## src/design/dmc_pkg.sv

```systemverilog
// dmc_pkg: shared constants and carriers of the debug mode controller.
// assumes one synchronous clock domain and no software-visible registers.
package dmc_pkg;

  // number of checked output pins
  localparam int PIN_W = 8;
  // width of the instruction and data buses
  localparam int BUS_W = 32;
  // debugger-facing mode encoding on the status outputs
  localparam logic [2:0] MODE_EXEC  = 3'h0;
  localparam logic [2:0] MODE_HALT  = 3'h1;
  localparam logic [2:0] MODE_STEP  = 3'h2;
  localparam logic [2:0] MODE_INJ   = 3'h3;
  localparam logic [2:0] MODE_TEST  = 3'h4;
  localparam logic [2:0] MODE_RESET = 3'h5;
  // cycles spent executing per single step: one pipeline stage
  localparam logic [1:0] STEP_CYC  = 2'h1;
  // reset values
  localparam logic [BUS_W-1:0] PC_RST = 32'h0000_0000;

  // controller state, gray coded along exec-halt-step-inject
  typedef enum logic [2:0] {
    DMC_RESET = 3'b000,
    DMC_EXEC  = 3'b001,
    DMC_HALT  = 3'b011,
    DMC_STEP  = 3'b010,
    DMC_INJ   = 3'b110,
    DMC_TEST  = 3'b111
  } dmc_state_t;

  // debugger control inputs
  typedef struct packed {
    logic reset_req;
    logic halt_req;
    logic step_req;
    logic inject_req;
    logic test_req;
  } dmc_ctrl_t;

  // pipeline permission outputs
  typedef struct packed {
    logic fetch_en;
    logic exec_en;
    logic use_injected;
    logic outputs_off;
  } dmc_pipe_t;

endpackage : dmc_pkg

```

## src/design/dmc_top.sv

```systemverilog
// dmc_top: halt, step, injected-instruction, test and reset mode control
// with output checking for a pipelined 32-bit processor.
// assumes the debugger drives controls synchronously to CLK_I.
// Operation
// - the core halts on a halting instruction or an external halt request.
// - while halted nothing is fetched and nothing is executed.
// - a step acts as halt but lets the pipeline advance exactly one stage.
// - in injected mode instructions come from the debugger, not memory.
// - after injected instructions the original program position resumes.
// - test mode turns off every output driver.
// - reset initialises control state and the saved program position.
// - the debugger steers the modes through dedicated inputs and outputs.
// - internal state is readable over the data bus, and writable over it in injected mode only.
// - the core may perform system accesses on the debugger's behalf.
// - every output's pin level is compared with its driver value.
// - a mismatch on an enabled driver raises the error output.
// - a parallel slave keeps drivers off and checks the master's pins.
// - the current mode is shown on status outputs.
`timescale 1ns/1ps
module dmc_top #(
  parameter int PIN_W = dmc_pkg::PIN_W,
  parameter int BUS_W = dmc_pkg::BUS_W
) (
  input  wire logic             CLK_I,
  input  wire logic             RST_N_I,
  input  wire dmc_pkg::dmc_ctrl_t CTRL_I,
  input  wire logic             HALT_INSTR_I,
  input  wire logic [BUS_W-1:0] PC_I,
  input  wire logic [BUS_W-1:0] INJ_INSTR_I,
  input  wire logic             INJ_VALID_I,
  input  wire logic [BUS_W-1:0] MEM_INSTR_I,
  input  wire logic [BUS_W-1:0] DBG_WDATA_I,
  input  wire logic             DBG_WE_I,
  input  wire logic [BUS_W-1:0] STATE_RDATA_I,
  input  wire logic [PIN_W-1:0] DRV_VAL_I,
  input  wire logic [PIN_W-1:0] DRV_OE_I,
  input  wire logic [PIN_W-1:0] PIN_LVL_I,
  output dmc_pkg::dmc_pipe_t    PIPE_O,
  output logic [BUS_W-1:0]      INSTR_O,
  output logic                  INSTR_VALID_O,
  output logic [BUS_W-1:0]      RESUME_PC_O,
  output logic                  RESUME_O,
  output logic [BUS_W-1:0]      STATE_WDATA_O,
  output logic                  STATE_WE_O,
  output logic [BUS_W-1:0]      DBG_RDATA_O,
  output logic [PIN_W-1:0]      PIN_OE_O,
  output logic [2:0]            MODE_O,
  output logic                  CHK_ERR_O
);

  dmc_pkg::dmc_state_t state_ff;
  dmc_pkg::dmc_state_t nxt_state;
  logic [1:0]          step_cnt_ff;
  logic [BUS_W-1:0]    saved_pc_ff;
  logic                resume_ff;
  logic [BUS_W-1:0]    instr_ff;
  logic                instr_vld_ff;
  logic [BUS_W-1:0]    rdata_ff;
  logic [BUS_W-1:0]    wdata_ff;
  logic                we_ff;
  logic [2:0]          mode_ff;
  logic                step_done;

  // decode of state into the debugger-visible mode code
  function automatic logic [2:0] mode_of(input dmc_pkg::dmc_state_t s);
    case (s)
      dmc_pkg::DMC_EXEC:  mode_of = dmc_pkg::MODE_EXEC;
      dmc_pkg::DMC_HALT:  mode_of = dmc_pkg::MODE_HALT;
      dmc_pkg::DMC_STEP:  mode_of = dmc_pkg::MODE_STEP;
      dmc_pkg::DMC_INJ:   mode_of = dmc_pkg::MODE_INJ;
      dmc_pkg::DMC_TEST:  mode_of = dmc_pkg::MODE_TEST;
      default:            mode_of = dmc_pkg::MODE_RESET;
    endcase
  endfunction : mode_of

  // done on the last executing cycle, so the state leaves step after
  // exactly one stage instead of lingering one cycle too long
  assign step_done = ((step_cnt_ff + 2'h1) == dmc_pkg::STEP_CYC);

  // next-state; reset first, then test, halt sources, inject, step
  always_comb begin
    nxt_state = state_ff;
    if (CTRL_I.reset_req) begin
      nxt_state = dmc_pkg::DMC_RESET;
    end else if (CTRL_I.test_req) begin
      nxt_state = dmc_pkg::DMC_TEST;
    end else begin
      case (state_ff)
        dmc_pkg::DMC_RESET: nxt_state = dmc_pkg::DMC_EXEC;
        dmc_pkg::DMC_TEST:  nxt_state = dmc_pkg::DMC_HALT;
        dmc_pkg::DMC_EXEC: begin
          if (CTRL_I.halt_req || HALT_INSTR_I) begin
            nxt_state = dmc_pkg::DMC_HALT;
          end
        end
        dmc_pkg::DMC_HALT: begin
          if (CTRL_I.inject_req) begin
            nxt_state = dmc_pkg::DMC_INJ;
          end else if (CTRL_I.step_req) begin
            nxt_state = dmc_pkg::DMC_STEP;
          end else if (!CTRL_I.halt_req) begin
            nxt_state = dmc_pkg::DMC_EXEC;
          end
        end
        dmc_pkg::DMC_STEP: begin
          // back to halt after one stage, even if step is still held
          if (step_done) begin
            nxt_state = dmc_pkg::DMC_HALT;
          end
        end
        dmc_pkg::DMC_INJ: begin
          if (!CTRL_I.inject_req) begin
            nxt_state = dmc_pkg::DMC_HALT;
          end
        end
        default: nxt_state = dmc_pkg::DMC_RESET;
      endcase
    end
  end

  // state register
  always_ff @(posedge CLK_I) begin
    if (!RST_N_I) begin
      state_ff <= dmc_pkg::DMC_RESET;
    end else begin
      state_ff <= nxt_state;
    end
  end

  // step counter: counts executing cycles inside one step
  always_ff @(posedge CLK_I) begin
    if (!RST_N_I) begin
      step_cnt_ff <= 2'h0;
    end else if (state_ff == dmc_pkg::DMC_STEP) begin
      step_cnt_ff <= step_cnt_ff + 2'h1;
    end else begin
      step_cnt_ff <= 2'h0;
    end
  end

  // program position saved on entry to injected mode, replayed on exit
  always_ff @(posedge CLK_I) begin
    if (!RST_N_I || state_ff == dmc_pkg::DMC_RESET) begin
      saved_pc_ff <= dmc_pkg::PC_RST;
      resume_ff   <= 1'b0;
    end else begin
      resume_ff <= 1'b0;
      if (state_ff != dmc_pkg::DMC_INJ && nxt_state == dmc_pkg::DMC_INJ) begin
        saved_pc_ff <= PC_I;
      end
      if (state_ff == dmc_pkg::DMC_INJ && nxt_state != dmc_pkg::DMC_INJ) begin
        resume_ff <= 1'b1;
      end
    end
  end

  // instruction source mux; memory words are ignored while injecting
  always_ff @(posedge CLK_I) begin
    if (!RST_N_I) begin
      instr_ff     <= '0;
      instr_vld_ff <= 1'b0;
    end else if (state_ff == dmc_pkg::DMC_INJ) begin
      instr_ff     <= INJ_INSTR_I;
      instr_vld_ff <= INJ_VALID_I;
    end else begin
      instr_ff     <= MEM_INSTR_I;
      instr_vld_ff <= (state_ff == dmc_pkg::DMC_EXEC) ||
                      (state_ff == dmc_pkg::DMC_STEP);
    end
  end

  // data-bus path to internal state; reads pass every cycle, writes only in injected mode
  always_ff @(posedge CLK_I) begin
    if (!RST_N_I) begin
      rdata_ff <= '0;
      wdata_ff <= '0;
      we_ff    <= 1'b0;
    end else begin
      rdata_ff <= STATE_RDATA_I;
      wdata_ff <= DBG_WDATA_I;
      we_ff    <= DBG_WE_I && (state_ff == dmc_pkg::DMC_INJ);
    end
  end

  // mode status outputs
  always_ff @(posedge CLK_I) begin
    if (!RST_N_I) begin
      mode_ff <= dmc_pkg::MODE_RESET;
    end else begin
      mode_ff <= mode_of(nxt_state);
    end
  end

  // pipeline permissions: halt stops both fetch and execute
  assign PIPE_O.fetch_en     = (state_ff == dmc_pkg::DMC_EXEC) ||
                               (state_ff == dmc_pkg::DMC_STEP);
  assign PIPE_O.exec_en      = PIPE_O.fetch_en ||
                               (state_ff == dmc_pkg::DMC_INJ);
  assign PIPE_O.use_injected = (state_ff == dmc_pkg::DMC_INJ);
  assign PIPE_O.outputs_off  = (state_ff == dmc_pkg::DMC_TEST);

  // drivers forced off in test mode (also the slave checker role)
  assign PIN_OE_O = PIPE_O.outputs_off ? '0 : DRV_OE_I;

  assign INSTR_O       = instr_ff;
  assign INSTR_VALID_O = instr_vld_ff;
  assign RESUME_PC_O   = saved_pc_ff;
  assign RESUME_O      = resume_ff;
  assign STATE_WDATA_O = wdata_ff;
  assign STATE_WE_O    = we_ff;
  assign DBG_RDATA_O   = rdata_ff;
  assign MODE_O        = mode_ff;

  dmc_out_check #(
    .W (PIN_W)
  ) u_chk (
    .clk_i   (CLK_I),
    .rst_n_i (RST_N_I),
    .drive_i (DRV_VAL_I),
    .oe_i    (PIN_OE_O),
    .pin_i   (PIN_LVL_I),
    .slave_i (PIPE_O.outputs_off),
    .err_o   (CHK_ERR_O)
  );

  property p_halt_stop;
    @(posedge CLK_I) disable iff (!RST_N_I)
      state_ff == dmc_pkg::DMC_HALT |-> !PIPE_O.fetch_en && !PIPE_O.exec_en;
  endproperty
  a_halt_stop: assert property (p_halt_stop) else $error("halt runs");

  property p_halt_entry;
    @(posedge CLK_I) disable iff (!RST_N_I)
      state_ff == dmc_pkg::DMC_EXEC && HALT_INSTR_I && !CTRL_I.reset_req &&
      !CTRL_I.test_req |=> state_ff == dmc_pkg::DMC_HALT;
  endproperty
  a_halt_entry: assert property (p_halt_entry) else $error("no halt");

  property p_step_one;
    @(posedge CLK_I) disable iff (!RST_N_I)
      $rose(state_ff == dmc_pkg::DMC_STEP) && !CTRL_I.reset_req
      |-> PIPE_O.exec_en ##1 (state_ff != dmc_pkg::DMC_STEP);
  endproperty
  a_step_one: assert property (p_step_one) else $error("step len");

  property p_reset_wins;
    @(posedge CLK_I) disable iff (!RST_N_I)
      CTRL_I.reset_req |=> state_ff == dmc_pkg::DMC_RESET;
  endproperty
  a_reset_wins: assert property (p_reset_wins) else $error("no reset");

  property p_test_off;
    @(posedge CLK_I) disable iff (!RST_N_I)
      state_ff == dmc_pkg::DMC_TEST |-> PIN_OE_O == '0;
  endproperty
  a_test_off: assert property (p_test_off) else $error("drivers on");

  property p_resume;
    @(posedge CLK_I) disable iff (!RST_N_I)
      state_ff == dmc_pkg::DMC_INJ && nxt_state == dmc_pkg::DMC_HALT
      |=> RESUME_O && RESUME_PC_O == $past(saved_pc_ff);
  endproperty
  a_resume: assert property (p_resume) else $error("pos lost");

  property p_save;
    @(posedge CLK_I) disable iff (!RST_N_I)
      state_ff != dmc_pkg::DMC_INJ && nxt_state == dmc_pkg::DMC_INJ
      |=> RESUME_PC_O == $past(PC_I);
  endproperty
  a_save: assert property (p_save)
    else $error("position not saved");

  property p_inject;
    @(posedge CLK_I) disable iff (!RST_N_I)
      state_ff == dmc_pkg::DMC_INJ |=> INSTR_O == $past(INJ_INSTR_I);
  endproperty
  a_inject: assert property (p_inject) else $error("wrong source");

  property p_mode;
    @(posedge CLK_I) disable iff (!RST_N_I)
      1'b1 |=> MODE_O == mode_of(state_ff);
  endproperty
  a_mode: assert property (p_mode) else $error("mode wrong");

  c_step:   cover property (@(posedge CLK_I) state_ff == dmc_pkg::DMC_STEP);
  c_inj:    cover property (@(posedge CLK_I) RESUME_O);
  c_test:   cover property (@(posedge CLK_I) state_ff == dmc_pkg::DMC_TEST);
  c_chkerr: cover property (@(posedge CLK_I) CHK_ERR_O);

endmodule : dmc_top

```

## src/design/dmc_out_check.sv

```systemverilog
// dmc_out_check: per-pin comparison of pin level against driver value.
// assumes pin levels are sampled back synchronously to CLK_I.
`timescale 1ns/1ps
module dmc_out_check #(
  parameter int W = 8
) (
  input  wire logic         clk_i,
  input  wire logic         rst_n_i,
  input  wire logic [W-1:0] drive_i,
  input  wire logic [W-1:0] oe_i,
  input  wire logic [W-1:0] pin_i,
  input  wire logic         slave_i,
  output logic              err_o
);

  logic [W-1:0] miss;
  logic         err_ff;

  // one comparator per output; a slave compares against its own values
  // although its drivers are off, which is what catches open pins
  for (genvar g = 0; g < W; g++) begin : g_cmp
    assign miss[g] = (oe_i[g] | slave_i) &
                     (pin_i[g] ^ drive_i[g]);
  end

  // registered so the flag is glitch free
  always_ff @(posedge clk_i) begin
    if (!rst_n_i) begin
      err_ff <= 1'b0;
    end else begin
      err_ff <= |miss;
    end
  end
  assign err_o = err_ff;

  property p_err_follows;
    @(posedge clk_i) disable iff (!rst_n_i)
      |miss |=> err_o;
  endproperty
  a_err_follows: assert property (p_err_follows)
    else $error("mismatch not flagged");

  property p_no_false;
    @(posedge clk_i) disable iff (!rst_n_i)
      !(|miss) |=> !err_o;
  endproperty
  a_no_false: assert property (p_no_false)
    else $error("false mismatch flag");

endmodule : dmc_out_check

```

## config.mk

```make
export PLATFORM = sky130hd
export DESIGN_NAME = dmc_top
export DESIGN_NICKNAME = d
export VERILOG_FILES = /design/src/design/dmc_pkg.sv /design/src/design/dmc_top.sv /design/src/design/dmc_out_check.sv
export SDC_FILE = /design/constraint.sdc
export NUM_CORES = 1
export LEC_CHECK = 0
export BUFFER_PORTS_ARGS = -buffer_cell sky130_fd_sc_hd__buf_2
export CAP_MARGIN = 15
export CORE_AREA = 2 2 132 134
export DETAILED_ROUTE_END_ITERATION = 16
export DIE_AREA = 0 0 134 136
export PLACE_DENSITY = 0.65
export SYNTH_ARGS = -nofsm -noshare
export SYNTH_HDL_FRONTEND = slang
export SYNTH_HIERARCHICAL = 1
export SYNTH_SLANG_ARGS = --single-unit
```

## constraint.sdc

```tcl
create_clock -name CLK_I -period 1.8 [get_ports CLK_I]
set_input_delay 0.27 -clock CLK_I [delete_from_list [all_inputs] [get_ports CLK_I]]
set_output_delay 0.27 -clock CLK_I [all_outputs]
set_load 0.01 [all_outputs]
```

==> results of run 1 <==
-- state kept, by name, summed over array words and instances, names as in the netlist --
name,cells
DBG_RDATA_O,32
INSTR_O,32
RESUME_PC_O,32
STATE_WDATA_O,32
MODE_O,3
state_ff,3
step_cnt_ff,2
INSTR_VALID_O,1
RESUME_O,1
STATE_WE_O,1
u_chk/err_o,1
-- logic make-up (layout without fill, tap and decap cells) --
group	after synthesis	after routing	synth area share (%)
multiplexers	1	1	0.210
buffers and inverters	39	392	4.09
adder cells (fa/ha/maj)	1	1	0.262
flip-flops	140	140	58.7
XOR/XNOR	10	10	1.83
AND/OR/NAND/NOR	231	231	23.3
AO/OA/AOI/OAI	83	83	11.6
-- worst paths after layout --
path,startpoint,to,slack [ns]
setup / recovery,state_ff[1],PIPE_O[2],0.1
hold / removal,DBG_WDATA_I[23],STATE_WDATA_O[23],0.06
setup reg to reg,state_ff[2],MODE_O[2],0.24
hold reg to reg,step_cnt_ff[0],step_cnt_ff[0],0.44
-- repair_timing --
item                                    in CTS  in global routing
gates resized for setup                      1                  7
endpoints found under the setup margin      10                 12
setup buffers                                0                  0
pin swaps                                    0                  0
-- final cells by class --
| class | count | share of cell area, % |
|---|---|---|
| Multi-Input combinational cell | 326 | 24.6 |
| Inverter | 8 | 0.446 |
| Sequential cell | 140 | 38.5 |
| Clock inverter | 14 | 1.54 |
| Timing Repair Buffer | 352 | 25.1 |
| Clock buffer | 18 | 5.88 |
| Tap cell | 225 | 3.86 |
-- per-stage QoR --
stage / setup WS (ns) / cells
4_1_cts: 0.0156 / 1083
6_report: 0.0964 / 1083
2_1_floorplan: 0.309 / 505
3_5_place_dp: 0.218 / 1051
5_1_grt: 0.00468 / 1083
3_3_place_gp: 0.239 / 1051
-- layout by cell type, fill, tap and decap left out, types with 2 or more instances in the layout --
cell / instances
inv_1: 7
clkinv_4: 4
nor2_1: 5
buf_4: 8
dfxtp_2: 2
clkbuf_16: 17
inv_6: 4
o21ai_0: 5
a21oi_1: 35
xor2_1: 10
a21boi_0: 13
buf_2: 340
nand2b_1: 3
buf_12: 3
dfxtp_1: 137
nand2_1: 135
a21boi_1: 20
a22o_1: 2
and2_1: 74
o31ai_4: 2
clkinvlp_4: 5
-- layer usage --
metal / vias up / routed length (um) / part of all wire (%) / GRT usage, %
met5: - / 0 / 0 / 0
met4: 0 / 212 / 1.5 / 6.26
met1: 1948 / 5850 / 40 / 17.4
met2: 204 / 7080 / 49 / 26.6
li1: 2286 / - / - / -
met3: 13 / 1370 / 9.4 / 6.23
-- power groups by stage --
stage          Sequential [mW]  Clock [mW]  Combinational [mW]
2_1_floorplan             3.40           0               0.226
3_3_place_gp              3.32           0               0.702
3_5_place_dp              3.33           0               0.704
4_1_cts                   3.26        3.31               0.705
5_1_grt                   3.27        3.46               0.766
6_report                  3.26        3.20               0.695
==> results.json, run 1 <==
{
  "status": "complete, no violations",
  "clock_latency_ns": 0.41,
  "ir_drop_mv": 0.574,
  "async_flop_share_pct": 0,
  "synth_commonest_cells": "140 x dfxtp_1, 135 x nand2_1, 74 x and2_1",
  "grt_pass1_vias": 4268,
  "ys.flop_type": "dfxtp_1",
  "gp_congestion": 0.774,
  "skew_ns": 0.0132,
  "ys_warn_count": 6,
  "power_leakage_nw": 3.62,
  "rows": 48,
  "cp_top_family": "flip-flops",
  "design.core.area_um2": 16900,
  "ys_types": 40,
  "synth.area.top_cells": "dfxtp_1 59%, nand2_1 11%, and2_1 9.7%",
  "nFillCells": 1687,
  "hp-class": "input pin to register",
  "drc": 0,
  "finalCriticalPeriod_ns": 1.70,
  "syn-num-nets": 700,
  "max_slew_margin_pct": 73.4,
  "final_core_util_pct": 43.2,
  "syn_area_um2": 4770,
  "grt_setup_unrepaired": "no",
  "power_mw": 7.16,
  "portBuffers": 340,
  "nNetsFinal": 1040,
  "io_pins": 341,
  "finalSetupTns_ns": 0,
  "timing.final.crit_share_pct": 94.6,
  "synth.most_common_cell": "dfxtp_1",
  "worst_pin_slew_ns": 0.399,
  "multi_input_area_um2": 1800,
  "setup_viol": 0,
  "detail_route.wl_per_cell_um": 13.4,
  "drtIter0Drc": 106,
  "postSynthCellCount": 505,
  "path_depth": 5,
  "areaGrowthSynthToFinish_pct": 52.8,
  "path_class": "register to output pin",
  "yosysSeqAreaShare_pct": 58.7,
  "routed_via_density": 4.11,
  "max_clock_freq_ghz": 0.587,
  "fp.dieW_um": 134,
  "p_sw_mw": 1.79,
  "arrival_ns": 1.43,
  "placed_cell_area_um2": 6730,
  "route.final.wire_length_um": 14500,
  "reg2reg_depth": 5,
  "cts_tree": "yes",
  "synth_edf_count": 0,
  "cap_violations": 0,
  "initial_utilization_pct": 28.3,
  "switching_share_pct": 25.0,
  "cp_cell_sequence": "buf_4, xor2_1, nand2b_1, nand2_1, buf_2",
  "slowest_stage": "dfxtp_2",
  "p_per_area_nw_per_um2": 981,
  "antenna_left": 0,
  "finalHoldViolCount": 0,
  "crit_required_ns": 1.53,
  "critPathMaxFanout": 7,
  "numCtsBuffers": 17,
  "syn_area_per_cell_um2": 9.45,
  "whs_path_depth": 2,
  "end_kind": "output pin",
  "grtUsageTotal_pct": 15.6,
  "clockRootBuffer": "clkbuf_16",
  "diodes": 0,
  "cts.sinks": 140,
  "grt_overflow": 0,
  "clk_path_buf_depth": 2,
  "grt_pass1_wl_um": 21600,
  "detailed_place_hpwl_um": 10800,
  "die-area_um2": 18200,
  "synth_top_area_share_pct": 58.7,
  "die_h_um": 136,
  "grt_max_degree": 72,
  "drv_slew": 0,
  "comb_power_share_pct": 9.7,
  "synth.largest_area_cell": "dfxtp_1",
  "final_area_um2": 7290,
  "hold_ws_ns": 0.0581,
  "drive_above_1_share_pct": 46.4,
  "seqPwrFrac_pct": 45.5,
  "clkPwrFrac_pct": 44.8,
  "clk_pin_slew_ns": 0.06,
  "ys_seq_elements": 140,
  "cp.buffers_inverters": 2,
  "antenna_found_initial": 0,
  "htreeDepth": 4,
  "dr.pass1.iters": 4,
  "slowest_delay_ns": 0.36,
  "critPathLaunchType": "register",
  "num_vias": 4451,
  "seqCellArea_um2": 2810,
  "cts_hold_buffers": 0,
  "intPower_mw": 5.37
}
Power figures use the tool's default switching activity.
==> inputs of run 2 (changes only) <==
--- a/config.mk
+++ b/config.mk
@@ -10,6 +10,7 @@
 export CORE_AREA = 2 2 132 134
 export DETAILED_ROUTE_END_ITERATION = 16
 export DIE_AREA = 0 0 134 136
+export GPL_TIMING_DRIVEN = 0
 export PLACE_DENSITY = 0.65
 export SYNTH_ARGS = -nofsm -noshare
 export SYNTH_HDL_FRONTEND = slang
==> run 2 against run 1 <==
Sequential share of layout area down 1.4 points. Largest cell class unchanged. Total power is 8.5% higher. Global-route usage rose by 0.78 points. Sequential power about the same. First-iteration DRC count rose by 57%. Fmax decreased by 1.4%. Clock power increased by 18%. Design area grew 3.7%. Combinational power grew 4.5%. Critical endpoint unchanged. Via count up 2.4%.
==> results.json, run 2 (synthesis gave the netlist of run 1 again) <==
{
  "max_slew_margin_pct": 59.6,
  "die-area_um2": 18200,
  "preCtsSetupSlack_ns": -0.327,
  "antenna_left": 0,
  "gp_congestion": 0.781,
  "slowest_stage": "dfxtp_2",
  "grt_setup_unrepaired": "no",
  "grt_pass1_wl_um": 22700,
  "cp.buffers_inverters": 3,
  "cp_common_cell": "buf_6",
  "portBuffers": 340,
  "finalSetupTns_ns": 0,
  "htreeDepth": 4,
  "critPathMaxFanout": 3,
  "nNetsFinal": 1066,
  "detail_route.wl_per_cell_um": 13.8,
  "p_per_area_nw_per_um2": 1030,
  "arrival_ns": 1.46,
  "layout_commonest_cell": "buf_2",
  "drive_above_1_share_pct": 46.5,
  "setup_viol": 0,
  "max_clock_freq_ghz": 0.579,
  "cp_top_family": "simple AND/OR/NAND/NOR gates",
  "die_h_um": 136,
  "timing.final.crit_share_pct": 96.0,
  "crit_required_ns": 1.53,
  "numCtsBuffers": 17,
  "nFillCells": 1693,
  "finalHoldViolCount": 0,
  "num_vias": 4558,
  "diodes": 0,
  "setup_slack_ns": 0.0727,
  "power_mw": 7.77,
  "cap_violations": 0,
  "io_pins": 341,
  "clockRootBuffer": "clkbuf_16",
  "drv_slew": 0,
  "clk_path_buf_depth": 2,
  "path_class": "register to output pin",
  "seqCellArea_um2": 2810,
  "detailed_place_hpwl_um": 11700,
  "hp-class": "input pin to register",
  "routed_via_density": 4.11,
  "cp_cell_sequence": "buf_6, nand2_1, or2_4, clkbuf_16, nand2_2, buf_6",
  "design.core.area_um2": 16900,
  "ir_drop_mv": 0.815,
  "grt_max_degree": 17,
  "dr.pass1.iters": 6,
  "grtUsageTotal_pct": 16.4,
  "drtIter0Drc": 166,
  "finalCriticalPeriod_ns": 1.73,
  "worst_pin_slew_ns": 0.606,
  "antenna_found_initial": 0,
  "route.final.wire_length_um": 15300,
  "fp.dieW_um": 134,
  "slowest_delay_ns": 0.33,
  "skew_ns": 0.00673,
  "power_leakage_nw": 3.75,
  "status": "complete, no violations",
  "multi_input_area_um2": 1830,
  "grt_pass1_vias": 4419,
  "layout_common_cells": "343 x buf_2, 138 x dfxtp_1, 133 x nand2_1",
  "areaGrowthSynthToFinish_pct": 58.4,
  "drc": 0,
  "rows": 48,
  "clock_latency_ns": 0.41,
  "grt_overflow": 0,
  "initial_utilization_pct": 28.3,
  "end_kind": "output pin",
  "clk_pin_slew_ns": 0.06,
  "cts_tree": "yes",
  "critPathLaunchType": "register",
  "cts.sinks": 140
}
run 2: changes by cell type in the layout (fill, tap and decap cells not counted), moves of 3 or more:
cell / before / now
buf_2: 340 / 343
buf_6: 1 / 6
bufinv_16: 0 / 4
clkbuf_1: 1 / 17
clkinvlp_4: 5 / 2
run 2: worst register-to-register path, delay by kind of cell (launching register included):
family | cells | cell delay, ns
AND/OR/NAND/NOR | 4 | 0.58
buffers and inverters | 4 | 0.55
flip-flops | 1 | 0.32
AO/OA/AOI/OAI | 1 | 0.12
run 2: metrics by stage:
step	area (um2)	utilization, %	instances	hold WS (ns)
5_1_grt	7560	44.8	1109	0.0345
4_1_cts	7540	44.7	1111	0.0396
3_3_place_gp	6760	40.0	1070	0.411
3_5_place_dp	6760	40.0	1070	0.422
6_report	7560	44.8	1109	0.0630
2_1_floorplan	4770	-	505	0.372
run 2: final cells by class:
class	count	area share, %
Buffer	29	2.56
Clock buffer	20	6.04
Clock inverter	12	2.43
Inverter	8	0.463
Multi-Input combinational cell	326	24.2
Sequential cell	140	37.1
Tap cell	225	3.72
Timing Repair Buffer	349	23.4
run 2: routing by layer:
layer / vias to the layer above / share of wire, % / GRT usage [%]
met5: - / 0 / 0
met4: 0 / 1.5 / 5.97
met3: 15 / 8.8 / 6.19
met2: 211 / 49 / 28.6
met1: 1987 / 40 / 18.1
li1: 2345 / - / -
run 2: final timing paths:
check                        start              end  slack (ns)  cells past startpoint
hold reg to reg     step_cnt_ff[0]   step_cnt_ff[0]        0.43                      1
setup reg to reg       state_ff[2]  RESUME_PC_O[23]        0.14                      9
setup / recovery       state_ff[2]        PIPE_O[2]        0.07                      6
hold / removal    STATE_RDATA_I[2]   DBG_RDATA_O[2]        0.06                      2
run 2: timing repair:
item	CTS	global route
endpoints found under the setup margin	50	31
resized for setup	20	11
buffers inserted	8	0
gates cloned	1	0
pin swaps	0	1
hold buffers	0	0
run 2: report_power, final:
part / internal (mW) / switching (mW)
clock network: 2.41 / 1.37
registers: 3.23 / 0.0319
logic: 0.372 / 0.354
total: 6.01 / 1.76
==> inputs of run 3 (changes only) <==
--- a/config.mk
+++ b/config.mk
@@ -10,7 +10,6 @@
 export CORE_AREA = 2 2 132 134
 export DETAILED_ROUTE_END_ITERATION = 16
 export DIE_AREA = 0 0 134 136
-export GPL_TIMING_DRIVEN = 0
 export PLACE_DENSITY = 0.65
 export SYNTH_ARGS = -nofsm -noshare
 export SYNTH_HDL_FRONTEND = slang
==> constraint.sdc (replaced) <==
create_clock -name CLK_I -period 1.6 [get_ports CLK_I]
set_input_delay 0.24 -clock CLK_I [delete_from_list [all_inputs] [get_ports CLK_I]]
set_output_delay 0.24 -clock CLK_I [all_outputs]
set_load 0.01 [all_outputs]
==> run 3 against run 2 <==
Clock power increased by 2%. Setup slack got worse by 0.11 ns. Utilization increased by 0.61 points. Largest power group unchanged. Count of clock-buffer cells in the layout fell by 3. The run now ends with setup timing left. Highest routed layer unchanged. Design area up 1.4%. Cell count shrank 0.36%. Global-route usage grew 0.058 points.
==> results.json, run 3 (synthesis gave the netlist of run 1 again) <==
{
  "cap_violations": 0,
  "arrival_ns": 1.40,
  "io_pins": 341,
  "antenna_left": 0,
  "max_clock_freq_ghz": 0.611,
  "drive_above_1_share_pct": 48.3,
  "hp-class": "input pin to register",
  "design.core.area_um2": 16900,
  "die_h_um": 136,
  "portBuffers": 340,
  "max_slew_margin_pct": 80.4,
  "detailed_place_hpwl_um": 10900,
  "power_mw": 8.39,
  "antenna_found_initial": 0,
  "finalCriticalPeriod_ns": 1.64,
  "num_vias": 4639,
  "crit_required_ns": 1.36,
  "routed_via_density": 4.20,
  "route.final.wire_length_um": 15400,
  "layout_common_cells": "338 x buf_2, 137 x dfxtp_1, 134 x nand2_1",
  "clock_latency_ns": 0.41,
  "critPathLaunchType": "register",
  "gp_congestion": 0.791,
  "drc": 0,
  "layout_commonest_cell": "buf_2",
  "detail_route.wl_per_cell_um": 13.9,
  "p_per_area_nw_per_um2": 1090,
  "diodes": 0,
  "path_class": "register to output pin",
  "initial_utilization_pct": 28.3,
  "rows": 48,
  "areaGrowthSynthToFinish_pct": 60.6,
  "clockRootBuffer": "clkbuf_16",
  "skew_ns": 0.00533,
  "grt_pass1_vias": 4455,
  "setup_slack_ns": -0.0380,
  "htreeDepth": 4,
  "dp.cells": 1052,
  "setup_viol": 2,
  "grt_overflow": 0,
  "grt_max_degree": 72,
  "power_leakage_nw": 3.80,
  "finalHoldViolCount": 0,
  "worst_pin_slew_ns": 0.291,
  "violations": "setup timing",
  "dr.pass1.iters": 4,
  "end_kind": "output pin",
  "cts_tree": "yes",
  "grt_pass1_wl_um": 22900,
  "numCtsBuffers": 17,
  "drtIter0Drc": 126,
  "critPathMaxFanout": 5,
  "clk_path_buf_depth": 2,
  "grtUsageTotal_pct": 16.4,
  "clk_pin_slew_ns": 0.06,
  "fp.dieW_um": 134,
  "status": "finished with violations",
  "drv_slew": 0,
  "stdcell_count": 1105,
  "grt_setup_unrepaired": "yes",
  "ir_drop_mv": 0.655,
  "die-area_um2": 18200,
  "nNetsFinal": 1062,
  "cts.sinks": 140,
  "timing.final.crit_share_pct": 102
}
## run 3: cell count changes in the layout (fill, tap and decap cells not counted), moves of 3 or more
cell | before | now
dlygate4sd3_1 | 0 | 5
and2_4 | 1 | 6
clkbuf_1 | 17 | 0
clkinvlp_4 | 2 | 5
bufinv_16 | 4 | 1
and2_1 | 73 | 68
buf_2 | 343 | 338
inv_8 | 0 | 4
buf_12 | 1 | 6
buf_4 | 9 | 19
## run 3: power by group
group	internal (mW)	switching, mW	total, mW
combinational	0.455	0.400	0.854
sequential	3.63	0.0365	3.66
clock	2.20	1.68	3.87
total	6.28	2.11	8.39
## run 3: worst paths after layout
kind,start,to,slack (ns),cells past startpoint
setup reg to reg,state_ff[1],MODE_O[1],0.08,5
hold / removal,STATE_RDATA_I[2],DBG_RDATA_O[2],0.03,2
hold reg to reg,step_cnt_ff[0],step_cnt_ff[0],0.43,1
setup / recovery,state_ff[2],PIPE_O[2],-0.04,5
## run 3: area by class of cell
type / instances / area [um2]
clock inverter: 15 / 154
inverter: 8 / 37.5
tap: 225 / 282
fill: 1675 / 9210
clock buffer: 17 / 425
sequential: 140 / 2810
multi-input combinational: 326 / 1850
timing repair buffer: 374 / 2110
## run 3: repair_timing
item	4_1_cts	5_1_grt
cloned	1	1
endpoints found under the setup margin	13	38
setup buffers	11	3
pin swaps	2	5
endpoints found under the hold margin	5	0
gates resized for setup	19	12
hold buffers	5	0
## run 3: routing by layer
metal,vias up,global-route usage [%],wire length [um]
met3,20,5.97,1280
met1,2075,18.0,6130
met2,209,28.3,7630
met5,-,0,0
li1,2335,-,-
met4,0,7.57,340
## run 3: per-stage QoR
step	setup TNS, ns	util (%)	hold WS (ns)	instance area (um2)	worst slack [ns]
floorplan	0	-	0.342	4770	0.109
detailed placement	-0.0177	40.1	0.418	6770	-0.0177
global placement	0	40.1	0.416	6770	0.0200
global route	-0.537	45.4	0.00655	7660	-0.0963
finish	-0.0728	45.4	0.0273	7660	-0.0380
CTS	-0.560	44.9	0.000150	7570	-0.0623
## run 3: worst max-delay path, stage by stage, from the launching register on
cell	delay [ns]
dfxtp_4	0.39
nand2_1	0.05
or2_4	0.27
buf_12	0.14
nand2_4	0.04
buf_6	0.09
